### src/design/bsa_pkg.sv
/*
 * Package for the transfer-buffer scratchpad access block: internal register
 * addresses, field layouts, opcodes and carrier structs.
 * Assumes a single core clock domain and a synchronous active-high reset.
 */
//
// Behaviour
// - Nonzero scratchpad size locks the tags.
// - 32-bit buffer request maps to scratchpad location.
// - Accessed buffer pointer advances after each access; here the byte offset steps by 4 each access, the pointer line only at line end.
// - End-of-transfer reload copies base into pointer.
// - Sixteen-byte line buffer fronts cache for transfers.
// - Buffer registers unreset; software loads them first.
// - Base: 15:12 reserved, 11:4 line, 3:0 byte.
// - Pointer: line in 11:4, other bits zero.
// - Zero size traps all four graphics opcodes.
// - Opcodes 0F3A/0F3B reload pointer zero/one.
// - 0F3C writes, 0F3D reads internal register, 32 bits.
// - Internal access uses I/O cycle with top bit.
// - Base registers at FFFFF0Ch and FFFFFF1Ch.
// - Pointer registers at FFFFFF2Ch and FFFFF3Ch.
// - Power registers at FFFFF6Ch and FFFFFF7Ch.
// - Buffer base carries twelve address bits.
// - Size 00 none, 01 2K, 10 3K, 11 4K.
// - Enabled scratchpad lines always valid, never flushed.
package bsa_pkg;

  // ****************************************************************
  // Internal register addresses
  // ****************************************************************
  localparam logic [31:0] ADDR_BUF0_BASE = 32'h0fff_ff0c;
  localparam logic [31:0] ADDR_BUF1_BASE = 32'hffff_ff1c;
  localparam logic [31:0] ADDR_BUF0_PTR = 32'hffff_ff2c;
  localparam logic [31:0] ADDR_BUF1_PTR = 32'h0fff_ff3c;
  localparam logic [31:0] ADDR_POWER_MANAGE_BASE_ADDRESS = 32'h0fff_ff6c;
  localparam logic [31:0] ADDR_POWER_MANAGE_ADDRESS_MASK = 32'hffff_ff7c;
  localparam int IO_SPECIAL_BIT = 31;

  // ****************************************************************
  // Field layout of the buffer registers
  // ****************************************************************
  localparam int ADDR_W = 12;
  localparam int LINE_LSB = 4;
  localparam int LINE_MSB = 11;
  localparam int LINE_W = 8;
  localparam int BYTE_W = 4;
  localparam int LINE_BYTES = 16;
  localparam logic [15:0] BASE_MASK = 16'h0fff;
  localparam logic [15:0] PTR_MASK = 16'h0ff0;

  // ****************************************************************
  // Scratchpad size field
  // ****************************************************************
  localparam logic [1:0] SP_NONE = 2'h0;
  localparam logic [1:0] SP_2K = 2'h1;
  localparam logic [1:0] SP_3K = 2'h2;
  localparam logic [1:0] SP_4K = 2'h3;
  localparam int SP_LSB = 2;
  localparam logic [7:0] GCR_RESET = 8'h00;

  // ****************************************************************
  // Opcodes
  // ****************************************************************
  localparam logic [15:0] OP_BUF0_RELOAD = 16'h0f3a;
  localparam logic [15:0] OP_BUF1_RELOAD = 16'h0f3b;
  localparam logic [15:0] OP_REG_WRITE = 16'h0f3c;
  localparam logic [15:0] OP_REG_READ = 16'h0f3d;

  // ****************************************************************
  // Carriers
  // ****************************************************************
  typedef struct packed {
    logic [15:0] opcode;
    logic [31:0] base_gpr;
    logic [31:0] acc;
  } bsa_instr_s;

  typedef struct packed {
    logic buf_sel;
    logic write;
    logic [31:0] wdata;
  } bsa_gp_req_s;

  typedef struct packed {
    logic [LINE_W-1:0] line;
    logic [BYTE_W-1:0] byte_ofs;
  } bsa_sp_addr_s;

endpackage

### src/design/bsa_top.sv
/*
 * Transfer-buffer scratchpad access: buffer address registers, the
 * graphics-pipeline request path with its line buffer, and the special
 * instruction path to internal registers.
 * Assumes the core issues at most one instruction per cycle and the cache
 * array answers reads combinationally on the cycle it is addressed.
 */
`timescale 1ns/1ps

module bsa_top #(
  parameter int DATA_W = 32
) (
  // Clock and reset
  input wire logic core_clk,
  input wire logic srst,
  // Configuration
  input wire logic [7:0] graphics_config_register,
  input wire logic graphics_config_we,
  output logic [1:0] scratchpad_size_field,
  output logic tag_lock,
  output logic scratchpad_lines_valid,
  output logic scratchpad_no_flush,
  // Instruction path from the core
  input wire logic instr_valid,
  input wire bsa_pkg::bsa_instr_s instr,
  output logic instr_done,
  output logic illegal_opcode_trap,
  output logic [31:0] acc_result,
  output logic acc_result_valid,
  // Special I/O transaction
  output logic io_special_valid,
  output logic [31:0] io_special_addr,
  output logic io_special_write,
  // Graphics pipeline
  input wire logic gp_req_valid,
  input wire bsa_pkg::bsa_gp_req_s gp_req,
  output logic gp_req_ready,
  output logic [DATA_W-1:0] gp_rdata,
  output logic gp_rdata_valid,
  input wire logic gp_reload,
  input wire logic gp_reload_sel,
  // Cache array port for set 0
  output logic cache_valid,
  output logic cache_write,
  output logic [bsa_pkg::ADDR_W-1:0] cache_addr,
  output logic [127:0] cache_wline,
  output logic [15:0] cache_wbe,
  input wire logic [127:0] cache_rline
);

  if (DATA_W != 32) begin : g_bad_width
    $error("bsa_top serves 32-bit requests only");
  end

  // ****************************************************************
  // Configuration and instruction decode
  // ****************************************************************
  logic [1:0] sp_size_reg;
  logic sp_enabled;
  logic is_gfx_op;
  logic op_rl0;
  logic op_rl1;
  logic op_wr;
  logic op_rd;

  // Only the size field is held here; the memory base bits live elsewhere.
  always_ff @(posedge core_clk) begin
    if (srst) begin
      sp_size_reg <= bsa_pkg::GCR_RESET[bsa_pkg::SP_LSB +: 2];
    end else if (graphics_config_we) begin
      sp_size_reg <= graphics_config_register[bsa_pkg::SP_LSB +: 2];
    end
  end

  assign sp_enabled = (sp_size_reg != bsa_pkg::SP_NONE);
  assign scratchpad_size_field = sp_size_reg;
  assign tag_lock = sp_enabled;
  assign scratchpad_lines_valid = sp_enabled;
  assign scratchpad_no_flush = sp_enabled;

  // Only the four graphics opcodes are ours; all others pass by untouched.
  always_comb begin
    is_gfx_op = 1'b0;
    op_rl0 = 1'b0;
    op_rl1 = 1'b0;
    op_wr = 1'b0;
    op_rd = 1'b0;
    if (instr_valid) begin
      case (instr.opcode)
        bsa_pkg::OP_BUF0_RELOAD: begin
          is_gfx_op = 1'b1;
          op_rl0 = sp_enabled;
        end
        bsa_pkg::OP_BUF1_RELOAD: begin
          is_gfx_op = 1'b1;
          op_rl1 = sp_enabled;
        end
        bsa_pkg::OP_REG_WRITE: begin
          is_gfx_op = 1'b1;
          op_wr = sp_enabled;
        end
        bsa_pkg::OP_REG_READ: begin
          is_gfx_op = 1'b1;
          op_rd = sp_enabled;
        end
        default: begin
          is_gfx_op = 1'b0;
        end
      endcase
    end
  end

  // ****************************************************************
  // Instruction answers
  // ****************************************************************
  // A disabled scratchpad turns every graphics opcode into a trap, so
  // software probing for the opcodes still sees the trap it expects.
  logic trap_reg;
  logic done_reg;

  always_ff @(posedge core_clk) begin
    if (srst) begin
      trap_reg <= 1'b0;
      done_reg <= 1'b0;
    end else begin
      trap_reg <= is_gfx_op && !sp_enabled;
      done_reg <= is_gfx_op && sp_enabled;
    end
  end

  assign illegal_opcode_trap = trap_reg;
  assign instr_done = done_reg;

  // The register access is flagged on the internal I/O cycle.
  logic io_valid_reg;
  logic io_write_reg;
  logic [31:0] io_addr_reg;

  always_ff @(posedge core_clk) begin
    if (srst) begin
      io_valid_reg <= 1'b0;
      io_write_reg <= 1'b0;
      io_addr_reg <= 32'h0000_0000;
    end else begin
      io_valid_reg <= op_wr || op_rd;
      io_write_reg <= op_wr;
      if (op_wr || op_rd) begin
        io_addr_reg <= instr.base_gpr;
        io_addr_reg[bsa_pkg::IO_SPECIAL_BIT] <= 1'b1;
      end
    end
  end

  assign io_special_valid = io_valid_reg;
  assign io_special_write = io_write_reg;
  assign io_special_addr = io_addr_reg;

  // ****************************************************************
  // Internal registers
  // ****************************************************************
  logic [15:0] base_reg [2];
  logic [15:0] ptr_reg [2];
  logic [31:0] power_manage_base_address_reg;
  logic [31:0] power_manage_address_mask_reg;
  logic [1:0] hit_base;
  logic [1:0] hit_ptr;
  logic hit_power_manage_base_address;
  logic hit_power_manage_address_mask;
  logic line_wrap;
  logic [1:0] adv;
  logic [1:0] rld;
  logic gp_take;

  // Addresses are compared in all 32 bits, so an alias that differs only
  // in the top nibble is not a hit.
  assign hit_base[0] = instr.base_gpr == bsa_pkg::ADDR_BUF0_BASE;
  assign hit_base[1] = instr.base_gpr == bsa_pkg::ADDR_BUF1_BASE;
  assign hit_ptr[0] = instr.base_gpr == bsa_pkg::ADDR_BUF0_PTR;
  assign hit_ptr[1] = instr.base_gpr == bsa_pkg::ADDR_BUF1_PTR;
  assign hit_power_manage_base_address = instr.base_gpr == bsa_pkg::ADDR_POWER_MANAGE_BASE_ADDRESS;
  assign hit_power_manage_address_mask = instr.base_gpr == bsa_pkg::ADDR_POWER_MANAGE_ADDRESS_MASK;

  // Base and pointer storage has no reset; software loads it first.
  for (genvar i = 0; i < 2; i++) begin : g_buf
    assign adv[i] = gp_take && (gp_req.buf_sel == 1'(i));
    assign rld[i] = (gp_reload && (gp_reload_sel == 1'(i))) ||
      (i == 0 ? op_rl0 : op_rl1);

    always_ff @(posedge core_clk) begin
      if (op_wr && hit_base[i]) begin
        base_reg[i] <= instr.acc[15:0] & bsa_pkg::BASE_MASK;
      end
    end

    // A reload wins over a same-cycle advance and software write.
    always_ff @(posedge core_clk) begin
      if (rld[i]) begin
        ptr_reg[i] <= base_reg[i] & bsa_pkg::PTR_MASK;
      end else if (op_wr && hit_ptr[i]) begin
        ptr_reg[i] <= instr.acc[15:0] & bsa_pkg::PTR_MASK;
      end else if (adv[i] && line_wrap) begin
        ptr_reg[i][bsa_pkg::LINE_MSB:bsa_pkg::LINE_LSB] <=
          ptr_reg[i][bsa_pkg::LINE_MSB:bsa_pkg::LINE_LSB] + 8'h01;
      end
    end
  end

  // ****************************************************************
  // Power management registers
  // ****************************************************************
  // Their meaning belongs to another block; here they are plain storage.
  always_ff @(posedge core_clk) begin
    if (op_wr && hit_power_manage_base_address) begin
      power_manage_base_address_reg <= instr.acc;
    end
    if (op_wr && hit_power_manage_address_mask) begin
      power_manage_address_mask_reg <= instr.acc;
    end
  end

  logic [31:0] rd_mux;
  logic [31:0] acc_reg;
  logic acc_valid_reg;

  // Unmapped addresses read as zero.
  always_comb begin
    rd_mux = 32'h0000_0000;
    if (hit_base[0]) begin
      rd_mux = {16'h0000, base_reg[0] & bsa_pkg::BASE_MASK};
    end else if (hit_base[1]) begin
      rd_mux = {16'h0000, base_reg[1] & bsa_pkg::BASE_MASK};
    end else if (hit_ptr[0]) begin
      rd_mux = {16'h0000, ptr_reg[0] & bsa_pkg::PTR_MASK};
    end else if (hit_ptr[1]) begin
      rd_mux = {16'h0000, ptr_reg[1] & bsa_pkg::PTR_MASK};
    end else if (hit_power_manage_base_address) begin
      rd_mux = power_manage_base_address_reg;
    end else if (hit_power_manage_address_mask) begin
      rd_mux = power_manage_address_mask_reg;
    end
  end

  always_ff @(posedge core_clk) begin
    if (srst) begin
      acc_reg <= 32'h0000_0000;
      acc_valid_reg <= 1'b0;
    end else begin
      acc_valid_reg <= op_rd;
      if (op_rd) begin
        acc_reg <= rd_mux;
      end
    end
  end

  assign acc_result = acc_reg;
  assign acc_result_valid = acc_valid_reg;

  // ****************************************************************
  // Graphics pipeline requests and line buffer
  // ****************************************************************
  // Each request covers one 32-bit word; the byte offset runs from the
  // base's starting byte and the line index comes from the pointer.
  logic [bsa_pkg::BYTE_W-1:0] byte_ofs_reg [2];
  logic [bsa_pkg::BYTE_W-1:0] cur_byte;
  logic [bsa_pkg::LINE_W-1:0] cur_line;
  logic [3:0] lane_byte;
  logic [6:0] lane_bit;
  bsa_pkg::bsa_sp_addr_s req_addr;
  logic lb_valid_reg;
  logic [bsa_pkg::LINE_W-1:0] lb_line_reg;
  logic [127:0] lb_data_reg;
  logic lb_hit;
  logic [DATA_W-1:0] rdata_reg;
  logic rvalid_reg;

  assign gp_req_ready = sp_enabled;
  assign gp_take = gp_req_valid && gp_req_ready;
  assign cur_byte = byte_ofs_reg[gp_req.buf_sel];
  assign cur_line = ptr_reg[gp_req.buf_sel]
    [bsa_pkg::LINE_MSB:bsa_pkg::LINE_LSB];
  assign req_addr = '{line: cur_line, byte_ofs: cur_byte};
  // Once the next word would start past the last byte of the line, the
  // pointer moves on to the following line.
  assign line_wrap = (cur_byte > 4'(bsa_pkg::LINE_BYTES - 4 - 1));
  assign lane_byte = {cur_byte[3:2], 2'h0};
  assign lane_bit = {cur_byte[3:2], 5'h00};

  for (genvar j = 0; j < 2; j++) begin : g_ofs
    always_ff @(posedge core_clk) begin
      if (rld[j]) begin
        byte_ofs_reg[j] <= base_reg[j][bsa_pkg::BYTE_W-1:0];
      end else if (op_wr && hit_base[j]) begin
        byte_ofs_reg[j] <= instr.acc[bsa_pkg::BYTE_W-1:0];
      end else if (adv[j]) begin
        byte_ofs_reg[j] <= cur_byte + 4'h4;
      end
    end
  end

  // Reads hit in the line buffer skip the cache array entirely.
  assign lb_hit = lb_valid_reg && lb_line_reg == cur_line;
  assign cache_valid = gp_take && (gp_req.write || !lb_hit);
  assign cache_write = gp_take && gp_req.write;
  assign cache_addr = {req_addr.line, req_addr.byte_ofs};
  assign cache_wline = {4{gp_req.wdata}};
  // Byte enables follow the word lane, so writes and reads meet one lane.
  assign cache_wbe = 16'h000f << lane_byte;

  // Any register write or reload may move the buffers, so the held line is
  // dropped rather than compared.
  always_ff @(posedge core_clk) begin
    if (srst) begin
      lb_valid_reg <= 1'b0;
      lb_line_reg <= '0;
      lb_data_reg <= '0;
    end else if (rld != 2'b00 || op_wr) begin
      lb_valid_reg <= 1'b0;
    end else if (gp_take && !gp_req.write && !lb_hit) begin
      lb_valid_reg <= 1'b1;
      lb_line_reg <= cur_line;
      lb_data_reg <= cache_rline;
    end else if (gp_take && gp_req.write && lb_hit) begin
      lb_valid_reg <= 1'b0;
    end
  end

  always_ff @(posedge core_clk) begin
    if (srst) begin
      rdata_reg <= '0;
      rvalid_reg <= 1'b0;
    end else begin
      rvalid_reg <= gp_take && !gp_req.write;
      // Hits read the held line; misses read the array directly.
      if (gp_take && !gp_req.write) begin
        rdata_reg <= lb_hit ?
          lb_data_reg[lane_bit +: 32] :
          cache_rline[lane_bit +: 32];
      end
    end
  end

  assign gp_rdata = rdata_reg;
  assign gp_rdata_valid = rvalid_reg;

endmodule

### config.mk
export PLATFORM = sky130hd
export DESIGN_NAME = bsa_top
export DESIGN_NICKNAME = d
export VERILOG_FILES = /design/src/design/bsa_pkg.sv /design/src/design/bsa_top.sv
export SDC_FILE = /design/constraint.sdc
export NUM_CORES = 1
export LEC_CHECK = 0
export ABC_AREA = 1
export ABC_CLOCK_PERIOD_IN_PS = 3900
export CAP_MARGIN = 20
export CORE_AREA = 4 4 204 206
export DETAILED_ROUTE_END_ITERATION = 8
export DIE_AREA = 0 0 208 210
export DONT_BUFFER_PORTS = 1
export GPL_TIMING_DRIVEN = 0
export HOLD_SLACK_MARGIN = 0.02
export PLACE_DENSITY_LB_ADDON = 0.3
export SYNTH_ARGS = -nofsm -noshare
export SYNTH_HDL_FRONTEND = slang
export SYNTH_SLANG_ARGS = --single-unit
### constraint.sdc
create_clock -name core_clk -period 3.9 [get_ports core_clk]
set_clock_uncertainty 0.2 [all_clocks]
set_input_delay 0.195 -clock core_clk [delete_from_list [all_inputs] [get_ports core_clk]]
set_output_delay 0.195 -clock core_clk [all_outputs]
set_load 0.005 [all_outputs]
After elaboration in Yosys (flattened, before gate mapping)
Memory sizes are Yosys's and may differ from the RTL's. Cells that the tools add are included.

Memories kept: 3. Logic and storage cells: 147. RAM bits: 48. Flip-flop bits (word level): 305.

Memory list: base_reg (depth 2, width 12, rd ports 2, clocked after memory_dff 0, write ports 1, RTL line bsa_top.sv:161) `logic [15:0] base_reg [2];`; ptr_reg (depth 2, width 8, rd ports 3, clocked after memory_dff 0, write ports 2, RTL line bsa_top.sv:162) `logic [15:0] ptr_reg [2];`; byte_ofs_reg (depth 2, width 4, rd ports 1, clocked after memory_dff 0, write ports 2, RTL line bsa_top.sv:263) `logic [bsa_pkg::BYTE_W-1:0] byte_ofs_reg [2];`.

Bitwise logic cells: 11. Shift-type cells: 3. Equality and inequality tests: 11. Multiplexer cells: 64. $lt $le $gt $ge: 1. Reduce and logical (&&, ||, !) cells: 36. $add $sub $neg: 3.

Operators with widths (count): indexed part select 128 x 8 -> 32 bit (2); two-way mux 32 bit (7); == test 32 x 28 -> 1 bit (second input constant) (3); == test 32 bit (second input constant) (3); == test 16 x 12 -> 1 bit (second input constant) (4); two-way mux 1 bit (48); two-way mux 8 bit (4); logical AND 1 bit (21); adder 8 x 1 -> 8 bit (second input constant) (2); two-way mux 4 bit (4); left shift 4 x 4 -> 16 bit (first input constant) (1); two-way mux 12 bit (1); OR reduction 12 bit (1); == test 8 bit (1); OR 1 bit (8); nonzero test 2 bit (3); logical OR 1 bit (5); adder 4 x 3 -> 4 bit (second input constant) (1); greater-than comparator 4 bit (second input constant) (1); OR reduction 4 bit (1); logical NOT 1 bit (3); inverter 1 bit (3); AND reduction 2 bit (1); OR reduction 2 bit (1).

Depth between registers and ports, before layout
Gate-level depths: netlist of the first run.

Depth after elaboration: 9. Depth in mapped cells: 17. Mapped depth without buffers: 13.

Worst setup path before layout of the first run
No wires, ideal clock.

Path kind: input to register. Start: in instr[53] in the netlist's numbering. End: reg power_manage_base_address_reg[0], enable pin. Setup slack: 0.914 ns. Setup time: 0.421 ns. Data required time: 3.279 ns. Buffers on the path: 0. Stages: 8. Data arrival time: 2.365 ns. Path through: nand2_1 -> nor2_1 -> nand4_1 -> nor3_1 -> nand2_1 -> nor2_1 -> nand4_1 -> nor2_1.

Cells in the longest elaborated chain, start to end: 2.

Ends and longest elaborated chain: start, declared (RTL line bsa_top.sv:25) `input wire bsa_pkg::bsa_instr_s instr,`; == test 32 x 28 -> 1 bit (RTL line bsa_top.sv:180) `assign hit_power_manage_base_address = instr.base_gpr == bsa_pkg::ADDR_POWER_MANAGE_BASE_ADDRESS;`; logical AND 1 bit (RTL line bsa_top.sv:213) `if (op_wr && hit_power_manage_base_address) begin`; end signal, assigned (RTL line bsa_top.sv:214) `power_manage_base_address_reg <= instr.acc;`; end, declared (RTL line bsa_top.sv:163) `logic [31:0] power_manage_base_address_reg;`.

Every way passes these cells. A chain may end at the register's enable or synchronous reset.

Worst setup path after layout of the first run
Start: reg sp_size_reg[1], in the netlist scratchpad_size_field[1]. End: reg rdata_reg[21], in the netlist gp_rdata[21].

Cells in the longest elaborated chain, start to end: 3.

Ends and longest elaborated chain: start, declared (RTL line bsa_top.sv:58) `logic [1:0] sp_size_reg;`; start signal, assigned (RTL line bsa_top.sv:69) `sp_size_reg <= bsa_pkg::GCR_RESET[bsa_pkg::SP_LSB +: 2];`; start signal, assigned (RTL line bsa_top.sv:71) `sp_size_reg <= graphics_config_register[bsa_pkg::SP_LSB +: 2];`; nonzero test 2 bit (RTL line bsa_top.sv:75) `assign sp_enabled = (sp_size_reg != bsa_pkg::SP_NONE);`; net gp_req_ready (RTL line bsa_top.sv:37) `output logic gp_req_ready,`; logical AND 1 bit (RTL line bsa_top.sv:277) `assign gp_take = gp_req_valid && gp_req_ready;`; logical AND 1 bit (RTL line bsa_top.sv:334) `if (gp_take && !gp_req.write) begin`; end signal, assigned (RTL line bsa_top.sv:335) `rdata_reg <= lb_hit ?`; end, declared (RTL line bsa_top.sv:273) `logic [DATA_W-1:0] rdata_reg;`.

The timed path passes the listed nets, and every way through them passes these cells.

==> impl_metrics.json, run 1 <==
{
  "cts_setup_buffers": 0,
  "post_dp_cell_area_um2": 19500,
  "min_path_type": "in2reg",
  "worst_pin_slew_ps": 988,
  "cts_buffer_depth": 3,
  "fin_nets": 3117,
  "area_growth_syn_to_layout_pct": 22.3,
  "synth_area_leaders": "dfxtp_1 (26%), edfxtp_1 (18%), nand2_1 (8.3%)",
  "period_share_pct": 95.2,
  "arrival_ps": 4000,
  "syn-cell-area_um2": 18800,
  "fin_cells": 3405,
  "synth_xor_area_share_pct": 0.559,
  "core_area_um2": 39600,
  "first_pass_iters": 8,
  "cts_buffers": 40,
  "netlist_instances": 2597,
  "slowest_delay_ps": 680,
  "yosysWarnings": 0,
  "io_pins": 523,
  "cp_top_family": "buffers and inverters",
  "cts_sinks": 353,
  "rows": 73,
  "largest_reg_flops": 128,
  "synthSimpleGateAreaFrac_pct": 28.3,
  "gr-total-overflow": 0,
  "die_h_um": 210,
  "finalCriticalPeriod_ps": 3710,
  "vias": 19100,
  "synth-seq-area-share_pct": 43.6,
  "drive_above_1_share_pct": 10.6,
  "hold_ws_ps": 25.5,
  "max-slew-margin-rel_pct": 34.1,
  "critPathRequiredTime_ps": 4190,
  "track_usage_pct": 31.7,
  "synth_top_area_share_pct": 25.7,
  "fillCellCount": 3563,
  "clk_latency_ps": 580,
  "yosys.area_share.adder_pct": 0.466,
  "synth_compound_area_share_pct": 10.4,
  "antenna_found_initial": 1,
  "crit_path_top_delay_cell": "clkbuf_1",
  "crit_path_end_kind": "flop",
  "synthTopCellsByCount": "nand2_1 (418), nor2_1 (341), inv_1 (337)",
  "setup_viol": 0,
  "synth_mux_area_share_pct": 0.0532,
  "viasPerCell": 5.62,
  "synth_top_family_by_area": "simple AND/OR/NAND/NOR gates",
  "post-place-cells": 3126,
  "final_area_um2": 23000,
  "status": "complete, no violations",
  "finalPower_mw": 9.01,
  "yosys_register_bits": 353,
  "dp_hpwl_um": 53600,
  "grt_max_degree": 33,
  "drv_cap": 0,
  "yosysMostFrequentCell": "nand2_1",
  "worst-path-buf-inv": 3,
  "leakagePower_nw": 9.76,
  "cts_max_level": 2,
  "yosysTopAreaCell": "dfxtp_1",
  "crit_type": "reg2reg",
  "cts_root_buffer": "clkbuf_16",
  "portBuffers": 0,
  "setup-tns-final_ps": 0,
  "worst_ir_drop_vdd_uv": 421,
  "wl_um": 73600,
  "routabilityCongestion": 1.00,
  "path_cells": "nor2_2 > inv_1 > nand2_1 > nor2_1 > clkbuf_1 > clkbuf_1 > o21ai_0 > a21oi_1",
  "async_flop_share_pct": 0,
  "drc": 0,
  "powerDensity_nw_per_um2": 392,
  "die_x_um": 208,
  "fmax_mhz": 269,
  "drt-initial-drc-count": 1989,
  "syn_area_per_cell_um2": 7.24,
  "synth_nets": 2861,
  "drtAntennaViolNets": 0,
  "cts_tree": "yes",
  "start_kind": "flop",
  "drv_slew": 0,
  "cts.clk_slew.worst_paths_ps": 60,
  "cp_common_cell": "clkbuf_1",
  "ys.flop_type": "dfxtp_1",
  "grt_pass1_vias": 18600,
  "final_hold_viol_count": 0,
  "synth_edf_count": 112,
  "critPathMaxFanout": 10,
  "synthDistinctLibCells": 39,
  "rsz0062_at_grt": "false",
  "initial_core_util_pct": 47.4,
  "post_drt_wl_per_cell_um": 21.6,
  "diodes": 0,
  "grt_pass1_wl_um": 110000,
  "dieArea_um2": 43700
}
-- metal layers --
metal	vias up	GRT usage (%)	routed length, µm
met5	-	0	13
met4	2	19.5	5020
met3	231	7.22	7340
met2	1149	52.3	33900
met1	8908	37.9	27300
li1	8843	-	-
-- power by group --
part           internal (mW)  total (mW)  switching, mW
clock                   2.30        3.94           1.63
combinational          0.446        1.14          0.691
sequential              3.88        3.94         0.0627
total                   6.63        9.01           2.39
-- path summary, 6_finish.rpt --
path	start	end	slack, ps	cells past startpoint
worst max-delay path	scratchpad_size_field[1]$_SDFFE_PP0P_	gp_rdata[21]$_SDFFE_PP0P_	190	8
worst min-delay path	gp_req[33]	lb_line_reg[1]$_SDFFE_PP0P_	30	6
worst max register to register	scratchpad_size_field[1]$_SDFFE_PP0P_	gp_rdata[21]$_SDFFE_PP0P_	190	8
worst min register to register	lb_data_reg[18]$_SDFFE_PP0P_	lb_data_reg[18]$_SDFFE_PP0P_	280	2
-- kinds of logic (layout without fill, tap and decap cells) --
family | Yosys count | after routing
mux | 1 | 1
buf+inv | 652 | 935
fa+ha+maj | 7 | 7
simple gates | 1200 | 1200
compound gates | 372 | 372
flops | 353 | 353
xor+xnor | 12 | 12
-- worst register-to-register path, stage by stage (launching register included) --
cell and delay (ps):
dfxtp_1 420, nor2_2 110, inv_1 290, nand2_1 310, nor2_1 580, clkbuf_1 630
clkbuf_1 690, o21ai_0 220, a21oi_1 200
-- layout by cell type, fill, tap and decap left out, types with 11 or more instances in the layout --
master	count
buf_4	157
nand3_1	244
xor2_1	11
dfxtp_1	241
nor2_1	339
dlygate4sd3_1	210
o21ai_0	233
a21oi_1	105
a22o_1	20
edfxtp_1	112
nand4_1	152
inv_1	337
buf_2	52
buf_1	12
nand2_1	418
clkbuf_16	41
clkbuf_1	93
nor3_1	16
-- area by class of cell --
cell class              instances  area, µm²  area share, %
flip-flops and latches        353       8190           35.6
multi-input cells            1592       7510           32.7
repair buffers                214       2160           9.40
plain buffers                 312       1850           8.03
inverters                     340       1280           5.56
clock buffers                  51       1110           4.84
well taps                     525        657           2.86
clock inverters                18        238           1.03
-- stage by stage --
stage / setup WS [ps] / util [%]
after detailed placement: -151 / 49.3
after floorplan: 914 / -
after global placement: -341 / 49.1
after global routing: 129 / 58.0
after CTS: 7.19 / 58.0
final: 188 / 58.0
-- timing repair --
action                                 in CTS  in global routing
endpoints found under the hold margin     391                  0
resized for setup                           0                  1
setup endpoints to repair                   0                  8
hold buffers                              210                  0
(Power assumes the default switching activity.)
==> run 2: changes to the inputs <==
Settings changed: ABC_AREA 1 to 0, CORE_AREA 4 4 204 206 to 4 4 200 202, DIE_AREA 0 0 208 210 to 0 0 204 206.
==> run 2 against run 1 <==
- worst hold slack better by 15 ps
- sequential power down 2%
- final cell count down 24%
- largest power group unchanged
- cell area down 8.0%
- synthesized area down 9.7%
- register-to-register slack worse by 80 ps
- critical path depth unchanged
- first-iteration DRC count down 34%
- critical endpoint is now ptr_reg[1][5]$_DFFE_PP_
- clock power down 5.8%
- global-route usage down 3.3 points
==> impl_metrics.json, run 2 <==
{
  "post_drt_wl_per_cell_um": 24.5,
  "post-place-ws_ps": -25.3,
  "regToRegSetupSlack_ps": 110,
  "yosysMostFrequentCell": "dfxtp_1",
  "final_common_cell": "dfxtp_1",
  "yosys_register_bits": 353,
  "grt_pass1_wl_um": 91700,
  "track_usage_pct": 28.5,
  "crit_type": "reg2reg",
  "drt-initial-drc-count": 1314,
  "yosysTopAreaCell": "dfxtp_1",
  "setup_viol": 0,
  "synth_nets": 2027,
  "synth-seq-area-share_pct": 48.2,
  "drive_above_1_share_pct": 13.9,
  "die_x_um": 204,
  "mostFrequentLayoutCells": "dfxtp_1 (241), nand2_1 (236), mux2i_1 (218)",
  "netlist_instances": 1763,
  "post-place-cells": 2288,
  "finalCriticalPeriod_ps": 3790,
  "portBuffers": 0,
  "syn-cell-area_um2": 17000,
  "wl_met3_um": 6690,
  "io_pins": 523,
  "drc": 0,
  "first_pass_iters": 6,
  "synth_area_leaders": "dfxtp_1 (28%), edfxtp_1 (20%), mux2i_1 (13%)",
  "worstHoldStart": "instr[43]",
  "wl_um": 63100,
  "final.setup.worst_slack_ps": 110,
  "ys.flop_type": "dfxtp_1",
  "die_h_um": 206,
  "rsz0062_at_grt": "false",
  "final_util_pct": 55.2,
  "core_area_um2": 38300,
  "start_kind": "flop",
  "critPathMaxFanout": 10,
  "cts_root_buffer": "clkbuf_16",
  "async_flop_share_pct": 0,
  "hold_end": "power_manage_base_address_reg[3]$_DFFE_PP_",
  "wl_met1_um": 23900,
  "critPathRequiredTime_ps": 4000,
  "synthDistinctLibCells": 58,
  "antenna_found_initial": 6,
  "initial_core_util_pct": 44.3,
  "synth_top_area_share_pct": 28.4,
  "worst_pin_slew_ps": 1000,
  "synth_edf_count": 112,
  "cts_buffer_depth": 3,
  "cts.clk_slew.worst_paths_ps": 60,
  "leakagePower_nw": 9.28,
  "clk_latency_ps": 570,
  "drtAntennaViolNets": 0,
  "final_hold_viol_count": 0,
  "fillCellCount": 3296,
  "cts_buffers": 40,
  "cts_sinks": 353,
  "yosysWarnings": 0,
  "rows": 72,
  "multi_input_area_um2": 7220,
  "vias": 14900,
  "highest_layer": "met5",
  "grt_max_degree": 20,
  "dieArea_um2": 42000,
  "worst_ir_drop_vdd_uv": 381,
  "period_share_pct": 97.2,
  "cts_max_level": 2,
  "syn_area_per_cell_um2": 9.63,
  "wl_met2_um": 28700,
  "dp_hpwl_um": 45800,
  "crit_path_end_kind": "flop",
  "max-slew-margin-rel_pct": 32.4,
  "area_growth_syn_to_layout_pct": 24.5,
  "setup-tns-final_ps": 0,
  "r2r_start": "scratchpad_size_field[1]$_SDFFE_PP0P_",
  "gr-total-overflow": 0,
  "cts_tree": "yes",
  "powerDensity_nw_per_um2": 397,
  "seqCellArea_um2": 8190,
  "timing.rr.end": "ptr_reg[1][5]$_DFFE_PP_",
  "r2r_cells": 8,
  "routabilityCongestion": 0.973,
  "cts_setup_buffers": 0,
  "min_path_type": "in2reg",
  "fin_cells": 2576,
  "fin_nets": 2287,
  "status": "complete, no violations",
  "hold_path_depth": 4,
  "hold_ws_ps": 40.9,
  "viasPerCell": 5.79,
  "drv_cap": 0,
  "drv_slew": 0,
  "synthTopCellsByCount": "dfxtp_1 (241), nand2_1 (236), mux2i_1 (218)",
  "fmax_mhz": 264,
  "arrival_ps": 3890,
  "largest_reg_flops": 128,
  "grt_pass1_vias": 14700
}
-- run 2: changes by cell type after synthesis, moves of 44 or more --
cell / change
inv_1: -324
mux2i_1: +217
o21ai_0: -203
nand3_1: -196
nand2_1: -182
nor2_1: -153
nand4_1: -139
a22oi_1: +55
buf_2: -44
-- run 2: logic make-up after synthesis --
kind of cell	synth area share (%)
flops	48.2
buf+inv	9.43
xor+xnor	1.03
mux	13.4
simple gates	15.9
compound gates	11.4
fa+ha+maj	0.516
-- run 2: stage by stage --
stage               area (µm²)  power (mW)
floorplan                17000        4.35
global placement         17600        4.50
detailed placement       17700        4.51
CTS                      21100        8.39
global route             21100        8.63
finish                   21100        8.38
-- run 2: repair_timing --
item / 4_1_cts / 5_1_grt
hold buffers: 212 / 0
endpoints found under the hold margin: 348 / 0
pin swaps: 0 / 1
endpoints found under the setup margin: 1 / 5
resized for setup: 1 / 5
-- run 2: worst max-delay path, cell delays in order, from the launching register on --
cell and delay (ps):
dfxtp_1 390, nor2_1 190, or4_4 560, dlygate4sd3_1 600, buf_6 170, a211o_1 330, and2_2 250, a221o_1 280
dlygate4sd3_1 550
-- run 2: final cells by class --
| type | count | area share [%] |
|---|---|---|
| repair buffers | 219 | 10.4 |
| well taps | 518 | 3.07 |
| diodes | 5 | 0.0592 |
| flip-flops and latches | 353 | 38.7 |
| inverters | 13 | 0.231 |
| clock inverters | 15 | 0.686 |
| clock buffers | 57 | 5.32 |
| plain buffers | 251 | 7.33 |
| multi-input cells | 1145 | 34.2 |
-- run 2: metal layers --
| layer | global-route usage [%] | up-vias |
|---|---|---|
| met4 | 15.5 | 6 |
| li1 | - | 6616 |
| met3 | 8.22 | 225 |
| met1 | 34.7 | 7184 |
| met2 | 45.7 | 882 |
| met5 | 0 | - |
-- run 2: report_power, final --
group / internal [mW] / switching (mW)
Clock: 2.15 / 1.56
Combinational: 0.376 / 0.420
Sequential: 3.84 / 0.0398
-- run 2: how the worst max path moves through the flow --
stage                                           from                                           to
2_1_floorplan                              instr[77]   power_manage_base_address_reg[0]$_DFFE_PP_
3_3_place_gp                               instr[77]  power_manage_base_address_reg[15]$_DFFE_PP_
3_5_place_dp                              gp_req[33]                    gp_rdata[15]$_SDFFE_PP0P_
4_1_cts                                    instr[77]                      ptr_reg[1][3]$_DFFE_PP_
5_1_grt                                    instr[35]                      ptr_reg[1][5]$_DFFE_PP_
6_report       scratchpad_size_field[1]$_SDFFE_PP0P_                      ptr_reg[1][5]$_DFFE_PP_
==> run 3: changes to the inputs <==
Settings changed: CAP_MARGIN 20 to 10, REMOVE_ABC_BUFFERS set to 1.
==> run 3 against run 2 <==
- cell area fell by 3.6%
- sequential power hardly changed
- wire length decreased by 7.3%
- clock power increased by 5%
- via count shrank 7.4%
- first-iteration DRC count down 4.2%
- die area unchanged
- critical path depth is 1 lower
- largest cell class unchanged
- highest routed layer unchanged
==> impl_metrics.json, run 3 (synthesis gave the netlist of run 2 again) <==
{
  "max-slew-margin-rel_pct": 26.9,
  "clockPowerShare_pct": 46.2,
  "critPathRequiredTime_ps": 4020,
  "finalCriticalPeriod_ps": 3870,
  "grt_pass1_vias": 13400,
  "final_hold_viol_count": 0,
  "arrival_ps": 3990,
  "cts_max_level": 2,
  "cts_tree": "yes",
  "first_pass_iters": 5,
  "final_common_cell": "dfxtp_1",
  "min_path_type": "in2reg",
  "swShare_pct": 23.8,
  "fillCellCount": 3281,
  "routabilityCongestion": 0.860,
  "cts_root_buffer": "clkbuf_16",
  "fmax_mhz": 258,
  "hold_path_depth": 3,
  "cts_buffer_depth": 3,
  "final_util_pct": 53.2,
  "final.setup.worst_slack_ps": 31.0,
  "cts_sinks": 353,
  "drt-initial-drc-count": 1259,
  "dp_hpwl_um": 38300,
  "dieArea_um2": 42000,
  "path_cells": "dlygate4sd3_1 > nor4b_1 > nand4_1 > nor3b_4 > a21oi_1 > nand3_1 > mux2_2",
  "start_kind": "input pin",
  "worst_ir_drop_vdd_uv": 309,
  "viasPerCell": 5.84,
  "slowest_delay_ps": 860,
  "leakagePower_nw": 8.72,
  "internal-power_mw": 6.43,
  "post-place-ws_ps": -706,
  "vias": 13800,
  "worst_pin_slew_ps": 1090,
  "crit_type": "in2reg",
  "status": "complete, no violations",
  "p_sw_mw": 2.00,
  "cts.clk_slew.worst_paths_ps": 60,
  "final_area_um2": 20400,
  "period_share_pct": 99.2,
  "track_usage_pct": 26.3,
  "hold_ws_ps": 54.1,
  "r2r_cells": 13,
  "drv_slew": 0,
  "gr-total-overflow": 0,
  "die_x_um": 204,
  "drtAntennaViolNets": 0,
  "powerDensity_nw_per_um2": 414,
  "grt_max_degree": 210,
  "drv_cap": 0,
  "mostFrequentLayoutCells": "dfxtp_1 (241), nand2_1 (236), mux2i_1 (218)",
  "clk_latency_ps": 570,
  "drc": 0,
  "crit_path_top_delay_cell": "nor4b_1",
  "largest_reg_flops": 128,
  "initial_core_util_pct": 44.3,
  "cts_buffers": 41,
  "io_pins": 523,
  "critPathMaxFanout": 9,
  "area_growth_syn_to_layout_pct": 20.0,
  "rows": 72,
  "post_dp_cell_area_um2": 16700,
  "antenna_found_initial": 6,
  "wl_um": 58500,
  "die_h_um": 206,
  "comb_power_share_pct": 7.8,
  "power_frac_seq_pct": 45.9,
  "crit_path_end_kind": "flop",
  "portBuffers": 0,
  "setup_viol": 0,
  "core_area_um2": 38300,
  "post_drt_wl_per_cell_um": 24.7,
  "grt_pass1_wl_um": 84800,
  "fin_nets": 2071,
  "drive_above_1_share_pct": 9.18
}
==> run 3: per-stage QoR <==
stage	power [mW]	std cells	TNS, ps
after detailed placement	4.32	2060	-47870
after floorplan	4.21	1511	-1436360
after global routing	8.71	2362	-25.0
final	8.43	2365	0
after global placement	4.32	2029	-2628400
after CTS	8.50	2357	0
==> run 3: path summary, 6_finish.rpt <==
kind	from	end	slack [ps]
worst max-delay path	instr[38]	ptr_reg[0][1]$_DFFE_PP_	30
worst min-delay path	instr[37]	acc_result[11]$_SDFFE_PP0P_	50
worst max register to register	ptr_reg[1][2]$_DFFE_PP_	lb_data_reg[38]$_SDFFE_PP0P_	200
worst min register to register	lb_line_reg[7]$_SDFFE_PP0P_	lb_line_reg[7]$_SDFFE_PP0P_	270
==> run 3: metal layers <==
metal	GRT usage, %	vias to the layer above	share of wire, %
met4	8.21	8	2.6
met1	36.3	6710	43
met5	4.52	-	0.27
met2	37.4	800	42
li1	-	6187	-
met3	10.7	107	12
==> run 3: power groups by stage <==
stage | Clock, mW | Sequential, mW | Combinational [mW]
6_report | 3.90 | 3.87 | 0.659
4_1_cts | 3.98 | 3.87 | 0.650
3_3_place_gp | 0 | 3.95 | 0.375
3_5_place_dp | 0 | 3.95 | 0.373
5_1_grt | 4.13 | 3.88 | 0.706
2_1_floorplan | 0 | 3.94 | 0.276
==> run 3: cell type report <==
type	instances	area [µm²]	area share [%]
flip-flops and latches	353	8190	40.2
well taps	518	648	3.18
inverters	13	48.8	0.239
clock buffers	59	1190	5.86
clock inverters	17	193	0.946
repair buffers	252	2770	13.6
diodes	7	17.5	0.0860
multi-input cells	1146	7310	35.9
==> run 3: worst max-delay path: cells and delay by family <==
family | cells | cell delay (ps)
AND/OR/NAND/NOR | 4 | 2560
AO/OA/AOI/OAI | 1 | 160
multiplexers | 1 | 400
buffers and inverters | 1 | 660
==> run 3: what timing repair did <==
item | 4_1_cts | 5_1_grt
hold endpoints to repair | 397 | 0
setup endpoints to repair | 109 | 60
pin swaps | 2 | 1
setup buffers | 2 | 0
gates resized for setup | 3 | 3
hold buffers | 218 | 0
gates cloned | 1 | 0
